**src/hdl/write_protect_pkg.sv**
```systemverilog
// constants for the command write protection block
package write_protect_pkg;

    // command codes
    localparam logic [7:0] access_level_code = 8'hfa;
    localparam logic [7:0] private_password_code = 8'hfb;
    localparam logic [7:0] public_password_code = 8'hfc;
    localparam logic [7:0] write_mask_code = 8'hfd;

    // block data lengths in bytes, count byte excluded
    localparam logic [7:0] private_password_len = 8'h09;
    localparam logic [7:0] public_password_len = 8'h04;
    localparam logic [7:0] write_mask_len = 8'h20;

    // widths
    localparam int mask_bits = 256;
    localparam int private_bits = 72;
    localparam int public_bits = 32;
    localparam int buf_bytes = 32;

    // security levels
    localparam logic [1:0] level_none = 2'h0;
    localparam logic [1:0] level_public = 2'h1;
    localparam logic [1:0] level_user = 2'h2;
    localparam logic [1:0] level_vendor = 2'h3;

    // reset values
    localparam logic [1:0] access_level_reset = 2'h1;
    localparam logic [255:0] write_mask_reset = {256{1'b1}};

    // received byte counter saturates here
    localparam logic [5:0] byte_count_max = 6'h3f;

    typedef enum logic [0:0] {idle_st, collect_st} write_state_type;

endpackage

```
**src/hdl/command_write_protection.sv**
```systemverilog
// per-command write protection and security level tracking
`timescale 1ns/1ps
module command_write_protection
    import write_protect_pkg::*;
(
    input wire logic clock_i,
    input wire logic rst_i,
    input wire logic wr_start_i,
    input wire logic [7:0] wr_code_i,
    input wire logic wr_byte_valid_i,
    input wire logic [7:0] wr_byte_i,
    input wire logic wr_stop_i,
    input wire logic rd_start_i,
    input wire logic [7:0] rd_code_i,
    input wire logic [71:0] default_private_i,
    input wire logic [71:0] user_private_i,
    input wire logic [31:0] user_public_i,
    output logic wr_accept_o,
    output logic wr_reject_o,
    output logic [7:0] wr_accept_code_o,
    output logic rd_valid_o,
    output logic [7:0] rd_data_o,
    output logic [1:0] access_level_o,
    output logic [255:0] default_mask_o,
    output logic [255:0] user_mask_o
);

    write_state_type state, next_state;
    logic [7:0] code, next_code;
    logic [7:0] block_len, next_block_len;
    logic [5:0] byte_count, next_byte_count;
    logic [7:0] data_buf [0:buf_bytes-1];
    logic [7:0] next_data_buf [0:buf_bytes-1];
    logic [1:0] access_level, next_access_level;
    logic [255:0] default_mask, next_default_mask;
    logic [255:0] user_mask, next_user_mask;
    logic next_wr_accept, next_wr_reject;
    logic [7:0] next_wr_accept_code;
    logic next_rd_valid;
    logic [7:0] next_rd_data;
    logic [255:0] flat_buf;
    logic [1:0] required_level;
    logic block_ok;

    // bytes arrive least significant first, so byte 0 lands in bits 7:0
    always_comb
    begin
        for (int i = 0; i < buf_bytes; i++)
        begin
            flat_buf[i*8 +: 8] = data_buf[i];
        end
    end

    // level a write to the held command code needs
    always_comb
    begin
        if (code == private_password_code || code == public_password_code)
        begin
            required_level = level_none;
        end
        else if (code == write_mask_code)
        begin
            required_level = level_user;
        end
        else if (!default_mask[code])
        begin
            required_level = level_vendor;
        end
        else if (!user_mask[code])
        begin
            required_level = level_user;
        end
        else
        begin
            required_level = level_public;
        end
    end

    // count byte plus exactly that many data bytes, count matching the command
    always_comb
    begin
        block_ok = 1'b0;
        if (code == private_password_code)
        begin
            block_ok = (block_len == private_password_len);
        end
        else if (code == public_password_code)
        begin
            block_ok = (block_len == public_password_len);
        end
        else if (code == write_mask_code)
        begin
            block_ok = (block_len == write_mask_len);
        end
        block_ok = block_ok && ({2'h0, byte_count} == block_len + 8'h01);
    end

    always_comb
    begin
        next_state = state;
        next_code = code;
        next_block_len = block_len;
        next_byte_count = byte_count;
        next_data_buf = data_buf;
        next_access_level = access_level;
        next_default_mask = default_mask;
        next_user_mask = user_mask;
        next_wr_accept = 1'b0;
        next_wr_reject = 1'b0;
        next_wr_accept_code = wr_accept_code_o;
        // reads are served whatever the masks say
        next_rd_valid = rd_start_i;
        next_rd_data = 8'h00;
        if (rd_start_i && rd_code_i == access_level_code)
        begin
            next_rd_data = {6'h00, access_level};
        end
        unique case (state)
            idle_st:
            begin
                if (wr_start_i)
                begin
                    next_state = collect_st;
                    next_code = wr_code_i;
                    next_byte_count = 6'h00;
                    next_block_len = 8'h00;
                end
            end
            collect_st:
            begin
                if (wr_stop_i)
                begin
                    next_state = idle_st;
                    if (code == public_password_code)
                    begin
                        if (block_ok)
                        begin
                            next_wr_accept = 1'b1;
                            // the default store public copy plays no part
                            if (flat_buf[public_bits-1:0] == user_public_i)
                            begin
                                next_access_level = level_public;
                            end
                            else
                            begin
                                next_access_level = level_none;
                            end
                        end
                        else
                        begin
                            next_wr_reject = 1'b1;
                        end
                    end
                    else if (code == private_password_code)
                    begin
                        if (block_ok)
                        begin
                            next_wr_accept = 1'b1;
                            if (flat_buf[private_bits-1:0] == default_private_i)
                            begin
                                next_access_level = level_vendor;
                            end
                            else if (flat_buf[private_bits-1:0] == user_private_i &&
                                     access_level < level_user)
                            begin
                                next_access_level = level_user;
                            end
                        end
                        else
                        begin
                            next_wr_reject = 1'b1;
                        end
                    end
                    else if (code == access_level_code)
                    begin
                        next_wr_reject = 1'b1;
                    end
                    else if (code == write_mask_code)
                    begin
                        // vendor level edits the default copy, user level the user copy
                        if (block_ok && access_level == level_vendor)
                        begin
                            next_wr_accept = 1'b1;
                            next_default_mask = flat_buf;
                        end
                        else if (block_ok && access_level == level_user)
                        begin
                            next_wr_accept = 1'b1;
                            next_user_mask = flat_buf;
                        end
                        else
                        begin
                            next_wr_reject = 1'b1;
                        end
                    end
                    else if (access_level >= required_level && byte_count != 6'h00)
                    begin
                        next_wr_accept = 1'b1;
                    end
                    else
                    begin
                        next_wr_reject = 1'b1;
                    end
                    next_wr_accept_code = code;
                end
                else if (wr_start_i)
                begin
                    // repeated start drops the unfinished write
                    next_code = wr_code_i;
                    next_byte_count = 6'h00;
                    next_block_len = 8'h00;
                end
                else if (wr_byte_valid_i)
                begin
                    if (byte_count == 6'h00)
                    begin
                        next_block_len = wr_byte_i;
                    end
                    else if (byte_count <= 6'(buf_bytes))
                    begin
                        next_data_buf[5'(byte_count - 6'h01)] = wr_byte_i;
                    end
                    // saturating keeps an overlong block from wrapping into a valid count
                    if (byte_count != byte_count_max)
                    begin
                        next_byte_count = byte_count + 6'h01;
                    end
                end
            end
        endcase
    end

    always_ff @(posedge clock_i)
    begin
        if (rst_i)
        begin
            state <= idle_st;
            code <= 8'h00;
            block_len <= 8'h00;
            byte_count <= 6'h00;
            for (int i = 0; i < buf_bytes; i++)
            begin
                data_buf[i] <= 8'h00;
            end
            access_level <= access_level_reset;
            default_mask <= write_mask_reset;
            user_mask <= write_mask_reset;
            wr_accept_o <= 1'b0;
            wr_reject_o <= 1'b0;
            wr_accept_code_o <= 8'h00;
            rd_valid_o <= 1'b0;
            rd_data_o <= 8'h00;
            access_level_o <= access_level_reset;
            default_mask_o <= write_mask_reset;
            user_mask_o <= write_mask_reset;
        end
        else
        begin
            state <= next_state;
            code <= next_code;
            block_len <= next_block_len;
            byte_count <= next_byte_count;
            data_buf <= next_data_buf;
            access_level <= next_access_level;
            default_mask <= next_default_mask;
            user_mask <= next_user_mask;
            wr_accept_o <= next_wr_accept;
            wr_reject_o <= next_wr_reject;
            wr_accept_code_o <= next_wr_accept_code;
            rd_valid_o <= next_rd_valid;
            rd_data_o <= next_rd_data;
            access_level_o <= next_access_level;
            default_mask_o <= next_default_mask;
            user_mask_o <= next_user_mask;
        end
    end

endmodule

```
**config.mk**
```make
export PLATFORM = sky130hd
export DESIGN_NAME = command_write_protection
export DESIGN_NICKNAME = d
export VERILOG_FILES = /design/src/hdl/write_protect_pkg.sv /design/src/hdl/command_write_protection.sv
export SDC_FILE = /design/constraint.sdc
export NUM_CORES = 2
export LEC_CHECK = 0
export ABC_AREA = 1
export BUFFER_PORTS_ARGS = -buffer_cell sky130_fd_sc_hd__buf_2
export CAP_MARGIN = 10
export CORE_ASPECT_RATIO = 2
export CORE_MARGIN = 2
export CORE_UTILIZATION = 45
export CTS_BUF_LIST = sky130_fd_sc_hd__clkbuf_8
export DETAILED_ROUTE_END_ITERATION = 12
export PLACE_DENSITY_LB_ADDON = 0.2
export SYNTH_ARGS = -nofsm -noshare
export SYNTH_HDL_FRONTEND = slang
export SYNTH_SLANG_ARGS = --single-unit
```
**constraint.sdc**
```tcl
create_clock -name clock_i -period 4.7 [get_ports clock_i]
set_input_delay 0.47 -clock clock_i [delete_from_list [all_inputs] [get_ports clock_i]]
set_output_delay 0.47 -clock clock_i [all_outputs]
set_load 0.05 [all_outputs]
```
==> results.json <==
{
  "worst-endpoint-arrival_ns": 4.64,
  "layout.cells.non_filler": 6598,
  "globalRouteOverflowTotal": 0,
  "synthesized_cell_area_mm2": 0.03837,
  "synth_area_leaders": "dfxtp_1, o211ai_2, nand2_1, a21oi_1, inv_1",
  "postRouteAntennaNets": 0,
  "placedCellCount": 6384,
  "max-clock-path-buffers": 3,
  "gp_congestion": 0.9652,
  "layout.cell_area.non_filler_mm2": 0.04489,
  "top_level_ports": 739,
  "firstDrtPassIters": 6,
  "clkTransAtPathRegs_ns": 0.07,
  "share_seq_of_total_power_pct": 47.9,
  "synth_cells": 4849,
  "finalSetupViolCount": 0,
  "totalWireLength_um": 167400,
  "final-hold-violation-count": 0,
  "yosysMostFrequentCell": "nand2_1",
  "area.growth.synth_to_final_pct": 17.00,
  "final-max-slew-violation-count": 0,
  "cts-buffers-inserted": 114,
  "fp-row-count": 151,
  "drc": 0,
  "grt_first_pass_wirelength_um": 237100,
  "global_route.peak_usage_layer": "met2",
  "crit_path_top_delay_cell": "dfxtp_2",
  "tritoncts_num_sinks": 806,
  "cp_cell_sequence": "clkinv_2 > nand2_1 > buf_4 > nor2_1 > a21oi_1 > nand3_1 > nand2_1 > nor2_1 > nor2_1 > nor2_1 > nor2_1 > nor2_1 > nor2_1 > a21oi_1 > ha_1 > inv_1 > a21boi_0 > o21ai_0 > nand2_1 > nand3_1 > nand2_1 > nor2_1",
  "slew_headroom_pct": 21.54,
  "layout.core_utilization_pct": 53.03,
  "htree_num_levels": 3,
  "dominant_cell_type_by_area_after_synthesis": "dfxtp_1",
  "leakage_nw": 23.11,
  "global_route.usage.met3_pct": 10.86,
  "first_iter_violations": 2901,
  "cell_with_the_most_instances_on_the_worst_path": "nor2_1",
  "crit_type": "reg -> reg",
  "synth_enable_flop_cells": 0,
  "flip_flop_and_latch_count_after_synthesis": 806,
  "worst_skew_pair.late_latency_ns": 0.83,
  "ys_async_sr_fraction_pct": 0,
  "combinationalPowerShare_pct": 10.4,
  "setup_total_negative_slack_ns": 0,
  "finalPower_mw": 14.37,
  "synth.top_cells.by_count": "nand2_1, dfxtp_1, o211ai_2, inv_1, a21oi_1",
  "via_count": 36260,
  "layout.nets": 5649,
  "drive_gt1_share_pct": 27.28,
  "detailedPlace.worstSlack_ns": 0.7179,
  "synth.yosys.seq_area_share_pct": 42.06,
  "route.detailed.wl_per_inst_um": 25.37,
  "p_per_area_mw_per_mm2": 320.1,
  "die_h_um": 416.9,
  "post_cts_sizing_count": 0,
  "holdCritPathClass": "in -> reg",
  "synth.distinct_cells": 40,
  "ys_warn_count": 0,
  "grtUsageMet2_pct": 62.54,
  "finalWorstSetupSlack_ns": 0.7179,
  "hold-worst-slack_ns": 0.08177,
  "finClkSkew_ns": 0.06387,
  "power.share.clock_pct": 41.7,
  "cp_slowest_stage_delay_ns": 0.67,
  "worstMarginPinSlew_ns": 1.168,
  "power_switching_share_pct": 28.10,
  "p_int_mw": 10.33,
  "synth_largest_type_area_fraction_pct": 42.06,
  "grt_max_degree": 116,
  "gr-usage-all-layers_pct": 37.07,
  "ir_worst_vdd_mv": 0.2764,
  "max_freq_mhz": 251.1,
  "sort_of_element_at_the_end_of_the_critical_path": "register",
  "critPathBufInv": 3,
  "final_period_minus_worst_setup_slack_ns": 3.982,
  "rsz0062_at_grt": "no",
  "clock_tree_from_tritoncts": "done",
  "max_cap_violations": 0,
  "core_area_mm2": 0.08464,
  "floorplan.die.width_um": 210.5,
  "port-buffer-count": 732,
  "timing.critical_path.from_type": "register",
  "grt_antenna_before_repair": 18,
  "placedInstanceArea_mm2": 0.04241,
  "worst_ep_required_time_ns": 5.36,
  "final_min_period_over_clock_period_pct": 84.73,
  "via_count_of_the_first_global_routing_pass": 34410,
  "switchingPower_mw": 4.038,
  "cts_root_buffer": "clkbuf_8",
  "initial_utilization_pct": 45.33,
  "critical_path.max_fanout": 11,
  "use_met1_pct": 39.27,
  "cpLargestDelayFamily": "simple AND/OR/NAND/NOR gates",
  "die_area_mm2": 0.08775,
  "synth_area_per_cell_um2": 7.912,
  "dp_hpwl_um": 118400,
  "most_used_flip_flop_cell_after_synthesis": "dfxtp_1",
  "drt-vias-per-instance": 5.496,
  "status": "completed"
}
[sequential cells by signal, summed over array words and instances, names as in the netlist]
register	flops
wr_reject_o	1
wr_accept_code_o	8
user_mask	256
code	8
rd_valid_o	1
default_mask	256
block_len	8
wr_accept_o	1
byte_count	6
data_buf	256
state	1
access_level	2
rd_data_o	2
[cells in the final DEF, fill, tap and decap left out, types with 4 or more instances in the layout]
master and n:
nand4_1 65, o22ai_1 12, nor3_1 15, xnor2_1 87, o21ai_0 303, clkbuf_8 150
nor2_1 227, conb_1 6, dfxtp_1 803, diode_2 7, nand2_1 1489, ha_1 11
o211ai_1 12, buf_4 57, a21oi_1 324, clkinv_2 12, buf_12 22, bufinv_16 4
or2_2 8, a211oi_1 10, xor2_1 40, nand3_1 129, inv_2 5, o211ai_2 500
buf_2 730, nor2_4 4, inv_1 453, a22oi_1 5
[metal layers]
metal	wire, µm	part of all wire, %
met4	13350	8.0
met1	59220	35
met5	104	0.062
met2	79900	48
met3	14810	8.8
[worst paths after layout]
check	startpoint	end	slack [ns]	cells past startpoint
worst max-delay path	code[1]$_SDFFE_PP0P_	wr_reject_o$_SDFF_PP0_	0.72	22
worst min-delay path	rd_code_i[2]	rd_data_o[0]$_SDFF_PP0_	0.08	4
worst max register to register	code[1]$_SDFFE_PP0P_	wr_reject_o$_SDFF_PP0_	0.72	22
worst min register to register	data_buf[7]$_SDFFE_PP0P_	data_buf[7]$_SDFFE_PP0P_	0.49	2
[worst min-delay path, stage by stage]
cell and delay, ns:
buf_2 0.07, nor4_1 0.09, nand3b_1 0.14, nor2_1 0.05
[area by class of cell]
class	count	area, µm²
clock inverter	54	364.1
sequential	806	16140
inverter	429	1623
tap	1071	1340
fill	8255	39750
antenna	7	17.52
timing repair buffer	812	4552
multi-input combinational	3269	18780
clock buffer	150	2064
[cell families after synthesis]
kind of cell / share of synthesized area, %
other: 0.009774
buffers and inverters: 9.096
and+or+nand+nor: 20.20
DFF: 42.06
AOI/OAI and AO/OA: 25.38
adders and majority gates: 0.3587
xor gates and xnor gates: 2.899
[power groups by stage]
stage,Sequential (mW),Clock (mW),Combinational (mW)
floorplan,7.02,0,0.857
global placement,7.04,0,1.47
detailed placement,7.04,0,1.48
CTS,6.88,6.07,1.48
global route,6.88,6.32,1.62
finish,6.88,5.99,1.49
[timing repair]
| action | in CTS | in global routing |
|---|---|---|
| setup buffers | 0 | 0 |
| hold endpoints to repair | 3 | 0 |
| hold buffers | 3 | 0 |
Power figures use the tool's default switching activity.
